<file path="src/gen_seq_defines.svh">
// constant offsets, fields, reset values and timing for the generator timers
`ifndef GEN_SEQ_DEFINES_SVH
`define GEN_SEQ_DEFINES_SVH

// register offsets
`define OFS_CTRL 8'h00
`define OFS_STATUS 8'h04
`define OFS_IRQ_STAT 8'h08
`define OFS_IRQ_MASK 8'h0c
`define OFS_SHED_WAIT 8'h10
`define OFS_START_WAIT 8'h14
`define OFS_TEST_WAIT 8'h18

// control fields and reset values
`define CTRL_ALARM_EN 0
`define CTRL_UG_MODE 1
`define CTRL_RST 2'h2

// live status fields
`define ST_LOAD_SHED 0
`define ST_GEN_START 1
`define ST_GEN_STOP 2
`define ST_GEN_ALARM 3
`define ST_TEST_ALARM 4
`define ST_COOL_RUN 5

// event bits of the sticky status and mask
`define EV_SHED 0
`define EV_STOP 1
`define EV_GEN_ALARM 2
`define EV_TEST_ALARM 3
`define EV_W 4

// timing in seconds
`define SHED_S_RST 16'h0000
`define START_S_RST 16'h0003
`define COOL_S 16'h003c
`define FAIL_S 16'h012c
`define TEST_S_RST 16'h0258

// one-second tick from the 200 MHz clock
`define CLK_HZ 200000000
`define TICK_S 1

`endif

</file>
<file path="src/gen_seq_pkg.sv">
// types shared by the generator timer block
package gen_seq_pkg;
  typedef logic [15:0] secCount_type;
  typedef logic [7:0] regAddr_type;
  typedef logic [31:0] regData_type;
  typedef logic [6:0] pinVec_type;
endpackage

</file>
<file path="src/gen_seq_timers.sv">
// generator sequencing timers: load shed, cool-down, fail watchdog, test limit
//
// Behaviour
// - load-shed delay resets to zero seconds
// - load-shed output follows shed need, both modes
// - cool-down runs before generator stop asserts
// - cool-down also runs after restart in generator mode
// - cool-down waits for start delay or feed
// - fail watchdog counts 300 s after start
// - enabled alarm raised when watchdog expires
// - alarm cleared when either feed in range
// - alarm enable off after reset, blocks alarm
// - watchdog idle without auxiliary power
// - on-load test overrun raises alarm
// - cool-down lasts sixty seconds fixed
// - start delay before start signal, 3 s
//
// Chosen here: the register addresses and strobed register access.
`include "gen_seq_defines.svh"
`timescale 1ns/10ps
`default_nettype none

module gen_seq_timers
#(
  parameter int unsigned TICK_CYCLES = `CLK_HZ * `TICK_S
)
(
  input wire logic clk,
  input wire logic sys_rst,
  input wire gen_seq_pkg::regAddr_type regAddr,
  input wire gen_seq_pkg::regData_type wrData,
  input wire logic wrStrobe,
  input wire logic rdStrobe,
  output gen_seq_pkg::regData_type rdData,
  input wire logic shedNeeded,
  input wire logic preferredClosed,
  input wire logic secondFeedOk,
  input wire logic preferredOk,
  input wire logic genStartRequest,
  input wire logic auxPowerOk,
  input wire logic loadedTestActive,
  output logic loadShed,
  output logic genStart,
  output logic genStop,
  output logic genAlarm,
  output logic testAlarm,
  output logic irq
);
  import gen_seq_pkg::*;
  localparam logic [27:0] TICK_LAST = 28'(TICK_CYCLES - 1);
  // refuse tick periods the counter cannot hold
  if (TICK_CYCLES < 1 || TICK_CYCLES > 268435456)
  begin : badTick
    $error("TICK_CYCLES out of range");
  end
  // timer step: idle at zero unless running, counts seconds up to limit
  function automatic secCount_type stepCount(input logic run,
    input logic tick, input secCount_type cnt, input secCount_type lim);
    stepCount = cnt;
    if (!run)
      stepCount = '0;
    else if (tick && cnt < lim)
      stepCount = cnt + 16'h0001;
  endfunction
  pinVec_type pinsMeta_r;
  pinVec_type pinsSync_r;
  logic [27:0] tickCnt_r;
  logic tick_r;
  logic [1:0] ctrl_r;
  logic [`EV_W-1:0] irqStat_r;
  logic [`EV_W-1:0] irqMask_r;
  secCount_type shedWait_r;
  secCount_type startWait_r;
  secCount_type testWait_r;
  secCount_type shedCnt_r;
  secCount_type startCnt_r;
  secCount_type coolCnt_r;
  secCount_type failCnt_r;
  secCount_type testCnt_r;
  logic coolArm_r;
  logic loadShed_r;
  logic genStart_r;
  logic genStop_r;
  logic genAlarm_r;
  logic testAlarm_r;
  logic irq_r;
  regData_type rdData_r;
  logic [`EV_W-1:0] events;
  logic shedReq, prefClosed, secondOk, prefOk, startReq, auxOk, testOn;
  logic alarmEn, ugMode;
  logic shedRun, startRun, coolRun, failRun, testRun;
  logic shedDone, startDone, coolDone, failDone, testDone;

  // two-stage synchroniser for all pin inputs
  always_ff @(posedge clk or posedge sys_rst)
  begin
    if (sys_rst)
    begin
      pinsMeta_r <= '0;
      pinsSync_r <= '0;
    end
    else
    begin
      pinsMeta_r <= {loadedTestActive, auxPowerOk, genStartRequest,
        preferredOk, secondFeedOk, preferredClosed, shedNeeded};
      pinsSync_r <= pinsMeta_r;
    end
  end
  assign {testOn, auxOk, startReq, prefOk, secondOk, prefClosed,
    shedReq} = pinsSync_r;
  assign alarmEn = ctrl_r[`CTRL_ALARM_EN];
  assign ugMode = ctrl_r[`CTRL_UG_MODE];
  // one-second tick, restarted by reset
  always_ff @(posedge clk or posedge sys_rst)
  begin
    if (sys_rst)
    begin
      tickCnt_r <= '0;
      tick_r <= 1'b0;
    end
    else
    begin
      tick_r <= (tickCnt_r == TICK_LAST);
      tickCnt_r <= (tickCnt_r == TICK_LAST) ? 28'h0000000 :
        tickCnt_r + 28'h0000001;
    end
  end

  // run conditions; dropping one reloads its timer
  assign shedRun = shedReq;
  assign startRun = ugMode && startReq && !genStart_r;
  assign coolRun = ugMode && prefClosed && !startReq && coolArm_r &&
    !genStop_r;
  assign failRun = genStart_r && auxOk && !secondOk;
  assign testRun = testOn && !testAlarm_r;
  assign shedDone = shedRun && shedCnt_r >= shedWait_r;
  assign startDone = startRun && startCnt_r >= startWait_r;
  assign coolDone = coolRun && coolCnt_r >= `COOL_S;
  assign failDone = failRun && failCnt_r >= `FAIL_S;
  assign testDone = testRun && testCnt_r >= testWait_r;
  // second counters, all zero after reset; cool-down counts straight away in generator mode
  always_ff @(posedge clk or posedge sys_rst)
  begin
    if (sys_rst)
    begin
      shedCnt_r <= '0;
      startCnt_r <= '0;
      coolCnt_r <= '0;
      failCnt_r <= '0;
      testCnt_r <= '0;
    end
    else
    begin
      shedCnt_r <= stepCount(shedRun, tick_r, shedCnt_r, shedWait_r);
      startCnt_r <= stepCount(startRun, tick_r, startCnt_r, startWait_r);
      coolCnt_r <= stepCount(coolRun, tick_r, coolCnt_r, `COOL_S);
      failCnt_r <= stepCount(failRun, tick_r, failCnt_r, `FAIL_S);
      testCnt_r <= stepCount(testRun, tick_r, testCnt_r, testWait_r);
    end
  end

  // load-shed output
  always_ff @(posedge clk or posedge sys_rst)
  begin
    if (sys_rst)
      loadShed_r <= 1'b0;
    else
      loadShed_r <= shedDone;
  end

  // generator start and stop; arm set at reset covers a restart
  always_ff @(posedge clk or posedge sys_rst)
  begin
    if (sys_rst)
    begin
      genStart_r <= 1'b0;
      genStop_r <= 1'b0;
      coolArm_r <= 1'b1;
    end
    else
    begin
      if (startDone)
      begin
        genStart_r <= 1'b1;
        genStop_r <= 1'b0;
      end
      else if (coolDone)
      begin
        genStart_r <= 1'b0;
        genStop_r <= 1'b1;
      end
      if (coolDone)
        coolArm_r <= 1'b0;
      else if (startDone || (ugMode && secondOk))
        coolArm_r <= 1'b1;
    end
  end

  // generator fail alarm; in-range feed clears it first
  always_ff @(posedge clk or posedge sys_rst)
  begin
    if (sys_rst)
      genAlarm_r <= 1'b0;
    else if (secondOk || prefOk)
      genAlarm_r <= 1'b0;
    else if (failDone && alarmEn)
      genAlarm_r <= 1'b1;
  end

  // on-load test overrun alarm, dropped when the test ends
  always_ff @(posedge clk or posedge sys_rst)
  begin
    if (sys_rst)
      testAlarm_r <= 1'b0;
    else if (!testOn)
      testAlarm_r <= 1'b0;
    else if (testDone)
      testAlarm_r <= 1'b1;
  end

  assign events[`EV_SHED] = shedDone && !loadShed_r;
  assign events[`EV_STOP] = coolDone;
  assign events[`EV_GEN_ALARM] = failDone && alarmEn && !genAlarm_r &&
    !secondOk && !prefOk;
  assign events[`EV_TEST_ALARM] = testDone;

  // register writes; a new event wins over a write-one clear
  always_ff @(posedge clk or posedge sys_rst)
  begin
    if (sys_rst)
    begin
      ctrl_r <= `CTRL_RST;
      irqMask_r <= '0;
      irqStat_r <= '0;
      shedWait_r <= `SHED_S_RST;
      startWait_r <= `START_S_RST;
      testWait_r <= `TEST_S_RST;
    end
    else
    begin
      if (wrStrobe && regAddr == `OFS_IRQ_STAT)
        irqStat_r <= (irqStat_r & ~wrData[`EV_W-1:0]) | events;
      else
        irqStat_r <= irqStat_r | events;
      if (wrStrobe)
      begin
        case (regAddr)
          `OFS_CTRL: ctrl_r <= wrData[1:0];
          `OFS_IRQ_MASK: irqMask_r <= wrData[`EV_W-1:0];
          `OFS_SHED_WAIT: shedWait_r <= wrData[15:0];
          `OFS_START_WAIT: startWait_r <= wrData[15:0];
          `OFS_TEST_WAIT: testWait_r <= wrData[15:0];
          default: ;
        endcase
      end
    end
  end

  // read data one cycle after the strobe, zero elsewhere
  always_ff @(posedge clk or posedge sys_rst)
  begin
    if (sys_rst)
      rdData_r <= '0;
    else if (!rdStrobe)
      rdData_r <= '0;
    else
    begin
      case (regAddr)
        `OFS_CTRL: rdData_r <= {30'h00000000, ctrl_r};
        `OFS_STATUS: rdData_r <= {26'h0000000, coolRun, testAlarm_r,
          genAlarm_r, genStop_r, genStart_r, loadShed_r};
        `OFS_IRQ_STAT: rdData_r <= {28'h0000000, irqStat_r};
        `OFS_IRQ_MASK: rdData_r <= {28'h0000000, irqMask_r};
        `OFS_SHED_WAIT: rdData_r <= {16'h0000, shedWait_r};
        `OFS_START_WAIT: rdData_r <= {16'h0000, startWait_r};
        `OFS_TEST_WAIT: rdData_r <= {16'h0000, testWait_r};
        default: rdData_r <= '0;
      endcase
    end
  end

  // level interrupt from unmasked sticky bits
  always_ff @(posedge clk or posedge sys_rst)
  begin
    if (sys_rst)
      irq_r <= 1'b0;
    else
      irq_r <= |(irqStat_r & irqMask_r);
  end

  assign rdData = rdData_r;
  assign loadShed = loadShed_r;
  assign genStart = genStart_r;
  assign genStop = genStop_r;
  assign genAlarm = genAlarm_r;
  assign testAlarm = testAlarm_r;
  assign irq = irq_r;
endmodule

`default_nettype wire

</file>
<file path="config.mk">
export PLATFORM = sky130hd
export DESIGN_NAME = gen_seq_timers
export DESIGN_NICKNAME = d
export VERILOG_FILES = /design/src/gen_seq_pkg.sv /design/src/gen_seq_timers.sv
export VERILOG_INCLUDE_DIRS = /design/src
export SDC_FILE = /design/constraint.sdc
export NUM_CORES = 1
export LEC_CHECK = 0
export ABC_AREA = 1
export BUFFER_PORTS_ARGS = -buffer_cell sky130_fd_sc_hd__buf_2
export CAP_MARGIN = 10
export CORE_ASPECT_RATIO = 0.8
export CORE_MARGIN = 2
export CORE_UTILIZATION = 48
export CTS_BUF_LIST = sky130_fd_sc_hd__clkbuf_4 sky130_fd_sc_hd__clkbuf_8
export DETAILED_ROUTE_END_ITERATION = 10
export MAX_ROUTING_LAYER = met4
export PLACE_DENSITY = 0.77
export SYNTH_ARGS = -nofsm -noshare
export SYNTH_HDL_FRONTEND = slang
export SYNTH_SLANG_ARGS = --single-unit
export TNS_END_PERCENT = 5
</file>
<file path="constraint.sdc">
create_clock -name clk -period 11.8 [get_ports clk]
set_input_delay 0.59 -clock clk [delete_from_list [all_inputs] [get_ports clk]]
set_output_delay 0.59 -clock clk [all_outputs]
set_load 0.1 [all_outputs]
</file>
==> run_results.csv <==
group,metric,value,unit
timing,hold_violations,0,
timing,slew_viol_final,0,
drt,antenna_left,0,
synthesis,synth_compound_area_frac,0.0733,
min_path,worstHoldStart,"secondFeedOk",
timing,tns,0,ps
setup_path,reg2reg_depth,9,
pwr,power.leakage,6.21,nW
synthesis,post-synth-top-count-cell,"nand2_1",
min_path,worstHoldPathType,"in -> reg",
timing,rsz0062_at_grt,"no",
setup_path,r2r-end,"testCnt_r[5]$_DFFE_PP0P_",
synthesis,synth_cell_types,46,
global_routing,grt_pass1_vias,9101,
setup_path,path_cells,"inv_1, ha_1, a21oi_1, o21ai_0, a21oi_1, nand3_2, nand2_2, nand2_1, nand2_1",
synthesis,synthArstFlopShare,1.00,
drt,viasPerCell,5.22,
finish,finalNonFillerCells,1850,
global_routing,antenna_found_initial,0,
global_routing,overflow,0,
synthesis,synthTopCellsByArea,"dfrtp_1 (43%), nand2_1 (11%), inv_1 (6.7%)",
timing,finalSetupViolCount,0,
synthesis,synth-seq-cells,204,
cts,clock-root-buffer,"clkbuf_8",
placed_design,pre_cts_slack,9310,ps
setup_path,startpoint_type,"flip-flop",
synthesis,netlist_instances,1455,
cts,cts_tree,"yes",
drt,drtPass1Iterations,6,
timing,fin_worst_skew,21.7,ps
cts,cts.clk_slew.worst_paths,60,ps
timing,worst_pin_slew,1090,ps
synthesis,yosysTopAreaCellShare,0.428,
setup_path,critPathSlowestCell,"dfstp_2",
cts,post_cts_resized,0,
synthesis,synth_xor_area_frac,0.0397,
setup_path,worstSetupEndpointType,"flip-flop",
synthesis,yosys.area_share.simple,0.282,
pwr,finalPower,1.61,mW
setup_path,worstSetupPathType,"reg -> reg",
placed_design,dp_cells,1791,
job,cap_viol_max_count,0,
floorplanning,die_x,177,um
run_status,status,"finished clean",
cts,cts_max_level,2,
timing,finalCritPeriodShare,0.207,
timing,slew_headroom,0.275,
drt,drtIter0Drc,965,
floorplanning,die_h,142,um
setup_path,crit_fanout,17,
finish,antenna_cells,0,
timing,min_period,2450,ps
pwr,powerDensity,127,mW/mm2
placed_design,post-dp-hpwl,19100,um
timing,fin_ws,9350,ps
setup_path,r2r-start,"testWait_r[9]$_DFFE_PP1P_",
synthesis,synth_top_family_by_area,"simple AND/OR/NAND/NOR gates",
finish,final_nets,1623,
global_routing,grt_first_pass_wirelength,44800,um
cts,clkSinkCount,204,
synthesis,synth_area,0.0115,mm2
cts,cts_buffers,35,
placed_design,io_buffers,56,
synthesis,synth_seq_area_share,0.446,
placed_design,gp_congestion,0.958,
finish,syn_to_final_growth,10.3,%
synthesis,netlist_top_cells_count,"nand2_1 (334), inv_1 (206), dfrtp_1 (196)",
setup_path,arrival,2880,ps
synthesis,synthFlopType,"dfrtp_1",
floorplanning,placementRows,50,
synthesis,synthAdderAreaFrac,0.0611,
floorplanning,floorplan.initialDensity,0.489,
global_routing,grt_use_total,0.227,
global_routing,grt_max_degree,128,
setup_path,critPathRequiredTime,12240,ps
drt,drc,0,
min_path,worstHoldPathCells,1,
pwr,peakVddDrop,0.0842,mV
floorplanning,coreArea,0.0235,mm2
cts,insertion_delay,520,ps
drt,wire_per_inst,14.4,um
min_path,hold_path_end,"pinsMeta_r[2]$_DFF_PP0_",
cts,clockBufferDepth,3,
setup_path,cp_slowest_stage_delay,530,ps
synthesis,avgSynthCellArea,7.88,um2
cts,postCtsSetupRepairBufs,0,
setup_path,r2r_slack,9350,ps
synthesis,synth-edff-count,0,
timing,fmaxAchievable,0.409,GHz
drt,totalWireLength,26700,um
synthesis,synth.area.mux_share,0,
finish,drive_above_1_share,0.114,
synthesis,synth_warnings,0,
floorplanning,io_pins,89,
synthesis,post-synth-top-area-cell,"dfrtp_1",
drt,via_count,9666,
cts,cts-hold-fix-buffers,0,
floorplanning,design.die.area,0.0252,mm2
==> state kept, by name, summed over array words and instances, names as in the netlist <==
signal	cells
rdData	16
failCnt_r	16
genStop	1
shedCnt_r	16
tick_r	1
testAlarm	1
coolCnt_r	16
pinsSync_r	7
genAlarm	1
pinsMeta_r	7
genStart	1
shedWait_r	16
irqMask_r	4
irq	1
testWait_r	16
startCnt_r	16
irqStat_r	4
tickCnt_r	28
ctrl_r	2
coolArm_r	1
loadShed	1
startWait_r	16
testCnt_r	16
==> kinds of logic (layout without fill, tap and decap cells) <==
logic type	Yosys count	in the layout
DFF	204	204
AOI/OAI and AO/OA	145	145
other	1	16
xor gates and xnor gates	52	52
and+or+nand+nor	735	735
buffers and inverters	262	330
adders and majority gates	56	56
==> how the worst max path moves through the flow <==
| stage | from | end | depth (start not counted) |
|---|---|---|---|
| after detailed placement | regAddr[6] | shedWait_r[6]$_DFFE_PP0P_ | 9 |
| after CTS | testWait_r[9]$_DFFE_PP1P_ | testCnt_r[5]$_DFFE_PP0P_ | 9 |
| final | testWait_r[9]$_DFFE_PP1P_ | testCnt_r[5]$_DFFE_PP0P_ | 9 |
| after floorplan | sys_rst | coolCnt_r[0]$_DFFE_PP0P_ | 1 |
| after global routing | startWait_r[15]$_DFFE_PP0P_ | startCnt_r[5]$_DFFE_PP0P_ | 9 |
| after global placement | regAddr[6] | shedWait_r[9]$_DFFE_PP0P_ | 9 |
==> stage by stage <==
stage          cell area [um2]  hold slack, ps   util
6_report                 12700             183  0.539
5_1_grt                  12700             163  0.539
4_1_cts                  12700             154  0.539
3_5_place_dp             11900             336  0.507
3_3_place_gp             11900             336  0.507
2_1_floorplan            11500             331      -
==> cell type report <==
cell class | count | area (um2)
clock buffer | 50 | 663
multi-input combinational | 1004 | 5290
timing repair buffer | 57 | 288
clock inverter | 9 | 95.1
sequential | 204 | 5110
fill | 2156 | 10800
inverter | 214 | 812
tap | 312 | 390
==> worst max-delay path, delay by kind of cell, from the launching register on <==
family | cells | cell delay (ps)
compound gates | 3 | 480
flops | 1 | 530
buf+inv | 1 | 70
simple gates | 4 | 1000
fa+ha+maj | 1 | 310
==> cells in the final DEF, fill, tap and decap left out, types with 35 or more instances in the layout <==
cell type	n
a21oi_1	35
buf_2	56
clkbuf_8	46
dfrtp_1	196
ha_1	56
inv_1	205
nand2_1	334
nand3_1	114
nand4_1	42
nor2_1	172
nor3_1	41
o21ai_0	44
xor2_1	45
==> report_power, final <==
| group | total, mW | internal (mW) | switching, mW | leakage, nW |
|---|---|---|---|---|
| Sequential | 0.736 | 0.721 | 0.0149 | 2.74 |
| Clock | 0.695 | 0.405 | 0.290 | 0.405 |
| Combinational | 0.180 | 0.0369 | 0.143 | 3.07 |
==> metal layers <==
layer	GRT usage	vias up	part of all wire
met5	-	-	0
met1	0.324	4524	0.46
li1	-	4754	-
met2	0.333	324	0.44
met4	0.0735	0	0.028
met3	0.0353	64	0.072
Note: power is estimated with default switching activity, not from simulation.
